**config.mk**
```make
export PLATFORM = sky130hd
export DESIGN_NAME = lcdp_host_port
export DESIGN_NICKNAME = d
export VERILOG_FILES = /design/src/lcdp_pkg.sv /design/src/lcdp_sync.sv /design/src/lcdp_host_port.sv
export SDC_FILE = /design/constraint.sdc
export NUM_CORES = 1
export LEC_CHECK = 0
export BUFFER_PORTS_ARGS = -buffer_cell sky130_fd_sc_hd__buf_4
export CORE_MARGIN = 3
export CORE_UTILIZATION = 56
export DETAILED_ROUTE_END_ITERATION = 8
export PLACE_DENSITY = 0.91
export SLEW_MARGIN = 25
export SYNTH_ARGS = -nofsm -noshare
export SYNTH_HDL_FRONTEND = slang
export SYNTH_SLANG_ARGS = --single-unit
```
**constraint.sdc**
```tcl
create_clock -name clk -period 5.8 [get_ports clk]
set_input_delay 1.16 -clock clk [delete_from_list [all_inputs] [get_ports clk]]
set_output_delay 1.16 -clock clk [all_outputs]
set_load 0.01 [all_outputs]
```
**src/lcdp_pkg.sv**
```systemverilog
// lcdp_pkg: constants, carriers and states of the lcd host write port
// assumes: included first in compile order, imported whole by its users
package lcdp_pkg;

   // register byte offsets on the axi4-lite slave
   localparam int          LCDP_ADDR_W      = 4;
   localparam logic [3:0]  LCDP_OFS_CTRL    = 4'h0;
   localparam logic [3:0]  LCDP_OFS_STAT    = 4'h4;
   localparam logic [3:0]  LCDP_OFS_LAST    = 4'h8;
   localparam logic [3:0]  LCDP_OFS_CNT     = 4'hC;

   // field positions
   localparam int          LCDP_CTRL_EN     = 0;
   localparam int          LCDP_STAT_STYLE  = 0;
   localparam int          LCDP_STAT_PAR    = 1;
   localparam int          LCDP_STAT_WIDE   = 2;
   localparam int          LCDP_STAT_NIBP   = 3;
   localparam int          LCDP_STAT_OSC    = 4;
   localparam int          LCDP_SDI_BIT     = 7;
   localparam int          LCDP_SCLK_BIT    = 6;

   // reset values and codes
   localparam logic        LCDP_CTRL_EN_RST = 1'b1;
   localparam logic [1:0]  LCDP_RESP_OKAY   = 2'h0;
   localparam logic [1:0]  LCDP_RESP_SLVERR = 2'h2;
   localparam logic [2:0]  LCDP_SER_LAST    = 3'h7;
   localparam logic        LCDP_STYLE_68    = 1'b0;
   localparam logic        LCDP_STYLE_80    = 1'b1;
   localparam logic        LCDP_SEL_CMD     = 1'b0;
   localparam logic        LCDP_SEL_DATA    = 1'b1;
   localparam int          LCDP_CNT_W       = 16;

   // host pins as sampled
   typedef struct packed {
      logic       cs_n;
      logic       sel;
      logic       strobe;
      logic [7:0] bus;
      logic       init;
      logic       par;
      logic       wide;
      logic       osc;
   } lcdp_pins_t;

   // one decoded byte
   typedef struct packed {
      logic       is_data;
      logic [7:0] data;
   } lcdp_byte_t;

   typedef enum logic [1:0] {
      LCDP_NIB_HI = 2'b01,
      LCDP_NIB_LO = 2'b10
   } lcdp_nib_t;

endpackage

```
**src/lcdp_sync.sv**
```systemverilog
// lcdp_sync: two-flop synchroniser for a bundle of pin levels
// assumes: inputs are asynchronous to clk; each bit is an independent level
module lcdp_sync #(
   parameter int         W       = 1,
   parameter logic [W-1:0] RST_VAL = '0
) (
   input  wire logic         clk,
   input  wire logic         rst,
   input  wire logic [W-1:0] d,
   output logic      [W-1:0] q
);

   logic [W-1:0] meta_r;

   always_ff @(posedge clk) begin
      if (rst) begin
         meta_r <= RST_VAL;
         q      <= RST_VAL;
      end else begin
         meta_r <= d;
         q      <= meta_r;
      end
   end

endmodule // lcdp_sync

```
**src/lcdp_host_port.sv**
```systemverilog
// lcdp_host_port: write-only host port, parallel 68/80 style or serial
// assumes: pins asynchronous to clk and slower than it; axi4-lite master
//
// Added by the designer: the address map and the AXI4-Lite interface to the registers.
module lcdp_host_port
   import lcdp_pkg::*;
#(
   parameter int ADDR_W = LCDP_ADDR_W
) (
   input  wire logic              clk,
   input  wire logic              rst,
   input  wire lcdp_pins_t        pins,
   output lcdp_byte_t             out_byte,
   output logic                   out_valid,
   input  wire logic [ADDR_W-1:0] s_axi_awaddr,
   input  wire logic              s_axi_awvalid,
   output logic                   s_axi_awready,
   input  wire logic [31:0]       s_axi_wdata,
   input  wire logic [3:0]        s_axi_wstrb,
   input  wire logic              s_axi_wvalid,
   output logic                   s_axi_wready,
   output logic [1:0]             s_axi_bresp,
   output logic                   s_axi_bvalid,
   input  wire logic              s_axi_bready,
   input  wire logic [ADDR_W-1:0] s_axi_araddr,
   input  wire logic              s_axi_arvalid,
   output logic                   s_axi_arready,
   output logic [31:0]            s_axi_rdata,
   output logic [1:0]             s_axi_rresp,
   output logic                   s_axi_rvalid,
   input  wire logic              s_axi_rready
);

   function automatic logic addr_hit(input logic [ADDR_W-1:0] a);
      addr_hit = (a == LCDP_OFS_CTRL) || (a == LCDP_OFS_STAT) ||
                 (a == LCDP_OFS_LAST) || (a == LCDP_OFS_CNT);
   endfunction

   lcdp_pins_t            p_s;
   lcdp_pins_t            p_d;
   logic                  style_r;
   logic                  ctrl_en_r;
   logic [7:0]            shift_r;
   logic [2:0]            bit_cnt_r;
   lcdp_nib_t             nib_r;
   logic [3:0]            hi_r;
   lcdp_byte_t            last_r;
   logic [LCDP_CNT_W-1:0] cnt_r;

   // pin sampling
   lcdp_sync #(.W($bits(lcdp_pins_t))) u_sync (
      .clk (clk),
      .rst (rst),
      .d   (pins),
      .q   (p_s)
   );

   always_ff @(posedge clk) begin
      if (rst) begin
         p_d <= '0;
      end else begin
         p_d <= p_s;
      end
   end

   // edge and event decoding
   wire init_edge = p_s.init ^ p_d.init;
   wire sel_ok    = !p_s.cs_n && ctrl_en_r;
   wire wr_rise   = p_s.strobe && !p_d.strobe;
   wire wr_fall   = !p_s.strobe && p_d.strobe;
   wire sclk_rise = p_s.bus[LCDP_SCLK_BIT] && !p_d.bus[LCDP_SCLK_BIT];
   wire sdi       = p_d.bus[LCDP_SDI_BIT];
   wire par_stb   = (style_r == LCDP_STYLE_80) ? wr_rise : wr_fall;
   wire par_ev    = p_s.par && sel_ok && par_stb && !init_edge;
   wire ser_ev    = !p_s.par && sel_ok && sclk_rise && !init_edge;
   wire ser_done  = ser_ev && (bit_cnt_r == LCDP_SER_LAST);
   wire nib_first = par_ev && !p_s.wide && (nib_r == LCDP_NIB_HI);
   wire nib_last  = par_ev && !p_s.wide && (nib_r == LCDP_NIB_LO);
   wire par_full  = par_ev && p_s.wide;
   wire emit      = par_full || nib_last || ser_done;
   wire [7:0] shift_nxt = {shift_r[6:0], sdi};

   lcdp_byte_t emit_byte;
   assign emit_byte.is_data = p_d.sel;
   assign emit_byte.data    = ser_done ? shift_nxt :
                              nib_last ? {hi_r, p_d.bus[7:4]} :
                              p_d.bus;

   // bus style caught at the init edge
   always_ff @(posedge clk) begin
      if (rst) begin
         style_r <= LCDP_STYLE_68;
      end else if (init_edge) begin
         style_r <= p_s.init;
      end
   end

   // serial shifter
   always_ff @(posedge clk) begin
      if (rst || init_edge || p_s.cs_n) begin
         shift_r   <= 8'h00;
         bit_cnt_r <= 3'h0;
      end else if (ser_ev) begin
         shift_r   <= shift_nxt;
         bit_cnt_r <= bit_cnt_r + 3'h1;
      end
   end

   // nibble pairing
   always_ff @(posedge clk) begin
      if (rst || init_edge) begin
         nib_r <= LCDP_NIB_HI;
         hi_r  <= 4'h0;
      end else if (nib_first) begin
         nib_r <= LCDP_NIB_LO;
         hi_r  <= p_d.bus[7:4];
      end else if (nib_last) begin
         nib_r <= LCDP_NIB_HI;
      end
   end

   // byte output
   always_ff @(posedge clk) begin
      if (rst) begin
         out_valid <= 1'b0;
         out_byte  <= '0;
         last_r    <= '0;
         cnt_r     <= '0;
      end else begin
         out_valid <= emit;
         if (emit) begin
            out_byte <= emit_byte;
            last_r   <= emit_byte;
            cnt_r    <= cnt_r + 16'h0001;
         end
      end
   end

   // axi4-lite write channel
   wire wr_take = s_axi_awvalid && s_axi_wvalid && !s_axi_bvalid &&
                  !s_axi_awready;
   wire wr_ctrl = s_axi_awready && (s_axi_awaddr == LCDP_OFS_CTRL) &&
                  s_axi_wstrb[0];

   always_ff @(posedge clk) begin
      if (rst) begin
         s_axi_awready <= 1'b0;
         s_axi_wready  <= 1'b0;
         s_axi_bvalid  <= 1'b0;
         s_axi_bresp   <= LCDP_RESP_OKAY;
         ctrl_en_r     <= LCDP_CTRL_EN_RST;
      end else begin
         s_axi_awready <= wr_take;
         s_axi_wready  <= wr_take;
         if (wr_ctrl) begin
            ctrl_en_r <= s_axi_wdata[LCDP_CTRL_EN];
         end
         if (s_axi_awready) begin
            s_axi_bvalid <= 1'b1;
            s_axi_bresp  <= addr_hit(s_axi_awaddr) ? LCDP_RESP_OKAY :
                                                     LCDP_RESP_SLVERR;
         end else if (s_axi_bready) begin
            s_axi_bvalid <= 1'b0;
         end
      end
   end

   // axi4-lite read channel
   wire rd_take = s_axi_arvalid && !s_axi_arready && !s_axi_rvalid;

   logic [31:0] stat_word;
   logic [31:0] rd_word;
   always_comb begin
      stat_word                  = 32'h0000_0000;
      stat_word[LCDP_STAT_STYLE] = style_r;
      stat_word[LCDP_STAT_PAR]   = p_s.par;
      stat_word[LCDP_STAT_WIDE]  = p_s.wide;
      stat_word[LCDP_STAT_NIBP]  = (nib_r == LCDP_NIB_LO);
      stat_word[LCDP_STAT_OSC]   = p_s.osc;
   end
   assign rd_word = (s_axi_araddr == LCDP_OFS_CTRL) ?
                       {31'h0000_0000, ctrl_en_r} :
                    (s_axi_araddr == LCDP_OFS_STAT) ? stat_word :
                    (s_axi_araddr == LCDP_OFS_LAST) ? {23'h00_0000, last_r} :
                    (s_axi_araddr == LCDP_OFS_CNT) ? {16'h0000, cnt_r} :
                    32'h0000_0000;

   always_ff @(posedge clk) begin
      if (rst) begin
         s_axi_arready <= 1'b0;
         s_axi_rvalid  <= 1'b0;
         s_axi_rdata   <= 32'h0000_0000;
         s_axi_rresp   <= LCDP_RESP_OKAY;
      end else begin
         s_axi_arready <= rd_take;
         if (s_axi_arready) begin
            s_axi_rvalid <= 1'b1;
            s_axi_rdata  <= rd_word;
            s_axi_rresp  <= addr_hit(s_axi_araddr) ? LCDP_RESP_OKAY :
                                                     LCDP_RESP_SLVERR;
         end else if (s_axi_rready) begin
            s_axi_rvalid <= 1'b0;
         end
      end
   end
endmodule // lcdp_host_port

```
==> metrics <==
status completed; hold depth 1; Post-synth ARST share 0%; Combinational Power Share 5.9%; Via-to-Cell Ratio 5.646; reg2reg start bit_cnt_r[0]; CTS buffer count 9; sequential-to-total area share from yosys stat 48.13%; fill count 563; share of cells above drive strength 1 20.50%; final worst path period need 2.607 ns; number of buffers and inverters on the critical path 1; ranking of synthesized cells by area dfxtp_1 (48%), nor2b_1 (9.4%), mux2i_1 (4.0%), a21oi_1 (3.7%), mux2_2 (3.5%); global route total overflow 0; Buffers on Ports 64; Ports 117; area delta synth->final 13.92%; Sw Ratio 25.07%; vias in the first global route 3005; Startpoint Class flip-flop; row count 31; Relative slew margins 39.49%; post_cts resized 0; H-tree Lvls 3; DR DRC count 0; Post-Syn Instances 471; All-Layer GR Usage 20.02%; worst hold slack 0.4380 ns; routed wire length 9.018 mm; Worst Path Max Fanout 26; max-slew violations 0; WL/cell 14.52 µm; antenna violations before repair 0; syn_area_per_cell 9.449 µm²; final period utilization 44.96%; Clock Tree Buf Depth 2; WP data arrival 1.45 ns; Crit path max-delay family flip-flops; DR iter-0 viols 256; clock sink total 107; first-pass GRT wire length 14.15 mm; skew final 0.01033 ns; Largest stage delay, worst path 0.83 ns; R2R Setup Slk 3.52 ns; clk_lat worst skew 0.37 ns; final setup violation count 0; Int Power 951.1 µW; CTS tree built; Inserted Diodes 0; CP endpoint kind output port; Die ar. 9053 µm²; Net Switching 318.2 µW; final hold vios 0; most common cell after layout, fill and taps aside dfxtp_1; max_cap viols 0; share of Yosys cell area claimed by the top area cell type 48.13%; EDFF count, synth 0; Worst EP required 4.64 ns; Horiz. Die Dim 95.15 µm; worst min path class reg -> reg; TritonRoute pass-1 iters 5; Main synth FF type dfxtp_1; Worst Setup Path Type reg -> out; routed vias 3506; PwrDens 250.4 nW/µm²; Hold Path End u_sync.q[0]; post-synth top area cell dfxtp_1; Clk pwr share 34.2%; HP Start u_sync.meta_r[0]; TNS Setup 0 ns; Pleak 2.104 nW; Synth Register Bits 107; FF-to-FF End cnt_r[11]; Seq pwr share 59.9%; Post-Synthesis Cell Area 4451 µm²; worst-path cell chain buf_4; Achievable Freq 0.3835 GHz; gp weighted congestion 0.7879; Starting Density 59.45%; Worst VDD drop 0.0001966 V; Slew @ Worst Pin 0.9077 ns; antenna-violating nets left 0; Netlist cell types 48; Setup Fix Bufs, Post-CTS 0; largest net degree at the start of global routing 99; R2R cell count 7; Die Ht 95.15 µm; clk slew on worst S/H paths 0.11 ns; Net count, final 586; commonest non-fill, non-tap cells in the layout dfxtp_1 (107), nor2b_1 (67), buf_4 (66); Core ar. 7486 µm²; RSZ-0062 raised after global routing false; yosys warns 0; detailed-placement wirelength estimate 6.370 mm; Max stage delay cell, worst path dfxtp_1; hold_buf cts 0; Root Driver clkbuf_8
[routing by layer]
layer / wire length (µm) / GRT usage, % / up-vias
li1: - / - / 1684
met3: 789 / 4.499 / 21
met1: 3732 / 26.64 / 1638
met2: 4244 / 30.61 / 163
met4: 252 / 9.976 / 0
met5: 0 / 0 / -
[final cells by class]
type                            instances  area [µm²]  area share (%)
Clock inverter                          7       63.81           1.259
Clock buffer                            9       123.9           2.443
Timing Repair Buffer                   66       495.5           9.773
Inverter                                9       33.78          0.6663
Sequential cell                       107        2142           42.25
Tap cell                               99       123.9           2.443
Multi-Input combinational cell        324        2087           41.16
[power groups by stage]
stage	Clock [mW]	Sequential, mW	Combinational [mW]
final	0.434	0.760	0.0751
after global routing	0.475	0.763	0.0832
after CTS	0.445	0.760	0.0749
after detailed placement	0	0.777	0.0745
after global placement	0	0.776	0.0721
after floorplan	0	0.773	0.0581
[how the worst max path moves through the flow]
stage	start	end	slack [ns]	cells after the start
2_1_floorplan	s_axi_araddr[2]	s_axi_rdata[0]	3.53	4
3_3_place_gp	rst	last_r[5]	3.17	3
3_5_place_dp	rst	shift_r[6]	3.12	4
4_1_cts	s_axi_arready	s_axi_arready	3.18	1
5_1_grt	s_axi_arready	s_axi_arready	3.09	1
6_report	s_axi_arready	s_axi_arready	3.19	1
[cells in the mapped netlist (9+ instances only)]
master / instances
a21oi_1: 33
dfxtp_1: 107
mux2_2: 14
o21ai_0: 11
nor2_1: 38
o31ai_1: 10
mux2i_1: 18
nand3_1: 14
nor2b_1: 67
buf_4: 20
nand4_1: 9
clkbuf_1: 18
nand2_1: 18
inv_1: 9
[metrics by stage]
step	worst slack (ns)	instances	instance area [µm²]	power, mW	utilization [%]
2_1_floorplan	3.532	488	4514	0.8312	-
3_3_place_gp	3.169	605	4882	0.8479	65.22
3_5_place_dp	3.118	605	4882	0.8516	65.22
4_1_cts	3.181	621	5070	1.280	67.73
5_1_grt	3.087	621	5070	1.321	67.73
6_report	3.193	621	5070	1.269	67.73
[kinds of logic (layout without fill, tap and decap cells)]
group | count (synthesis) | after routing | share of synthesized area (%)
flip-flops | 107 | 107 | 48.13
buffers and inverters | 57 | 91 | 6.691
AO/OA/AOI/OAI | 73 | 73 | 10.29
XOR/XNOR | 2 | 2 | 0.8154
other | 1 | 18 | 0.08426
multiplexers | 33 | 33 | 8.097
adder cells (fa/ha/maj) | 3 | 3 | 0.8435
AND/OR/NAND/NOR | 195 | 195 | 25.05
[flip-flops by register name (all words and copies together), names as in the netlist, 2 cells and up]
signal and count:
s_axi_rdata 16, u_sync.q 15, shift_r 7, u_sync.meta_r 15, bit_cnt_r 3, nib_r 2
last_r 9, hi_r 4, p_d 10, cnt_r 16
Power figures use the tool's default switching activity.
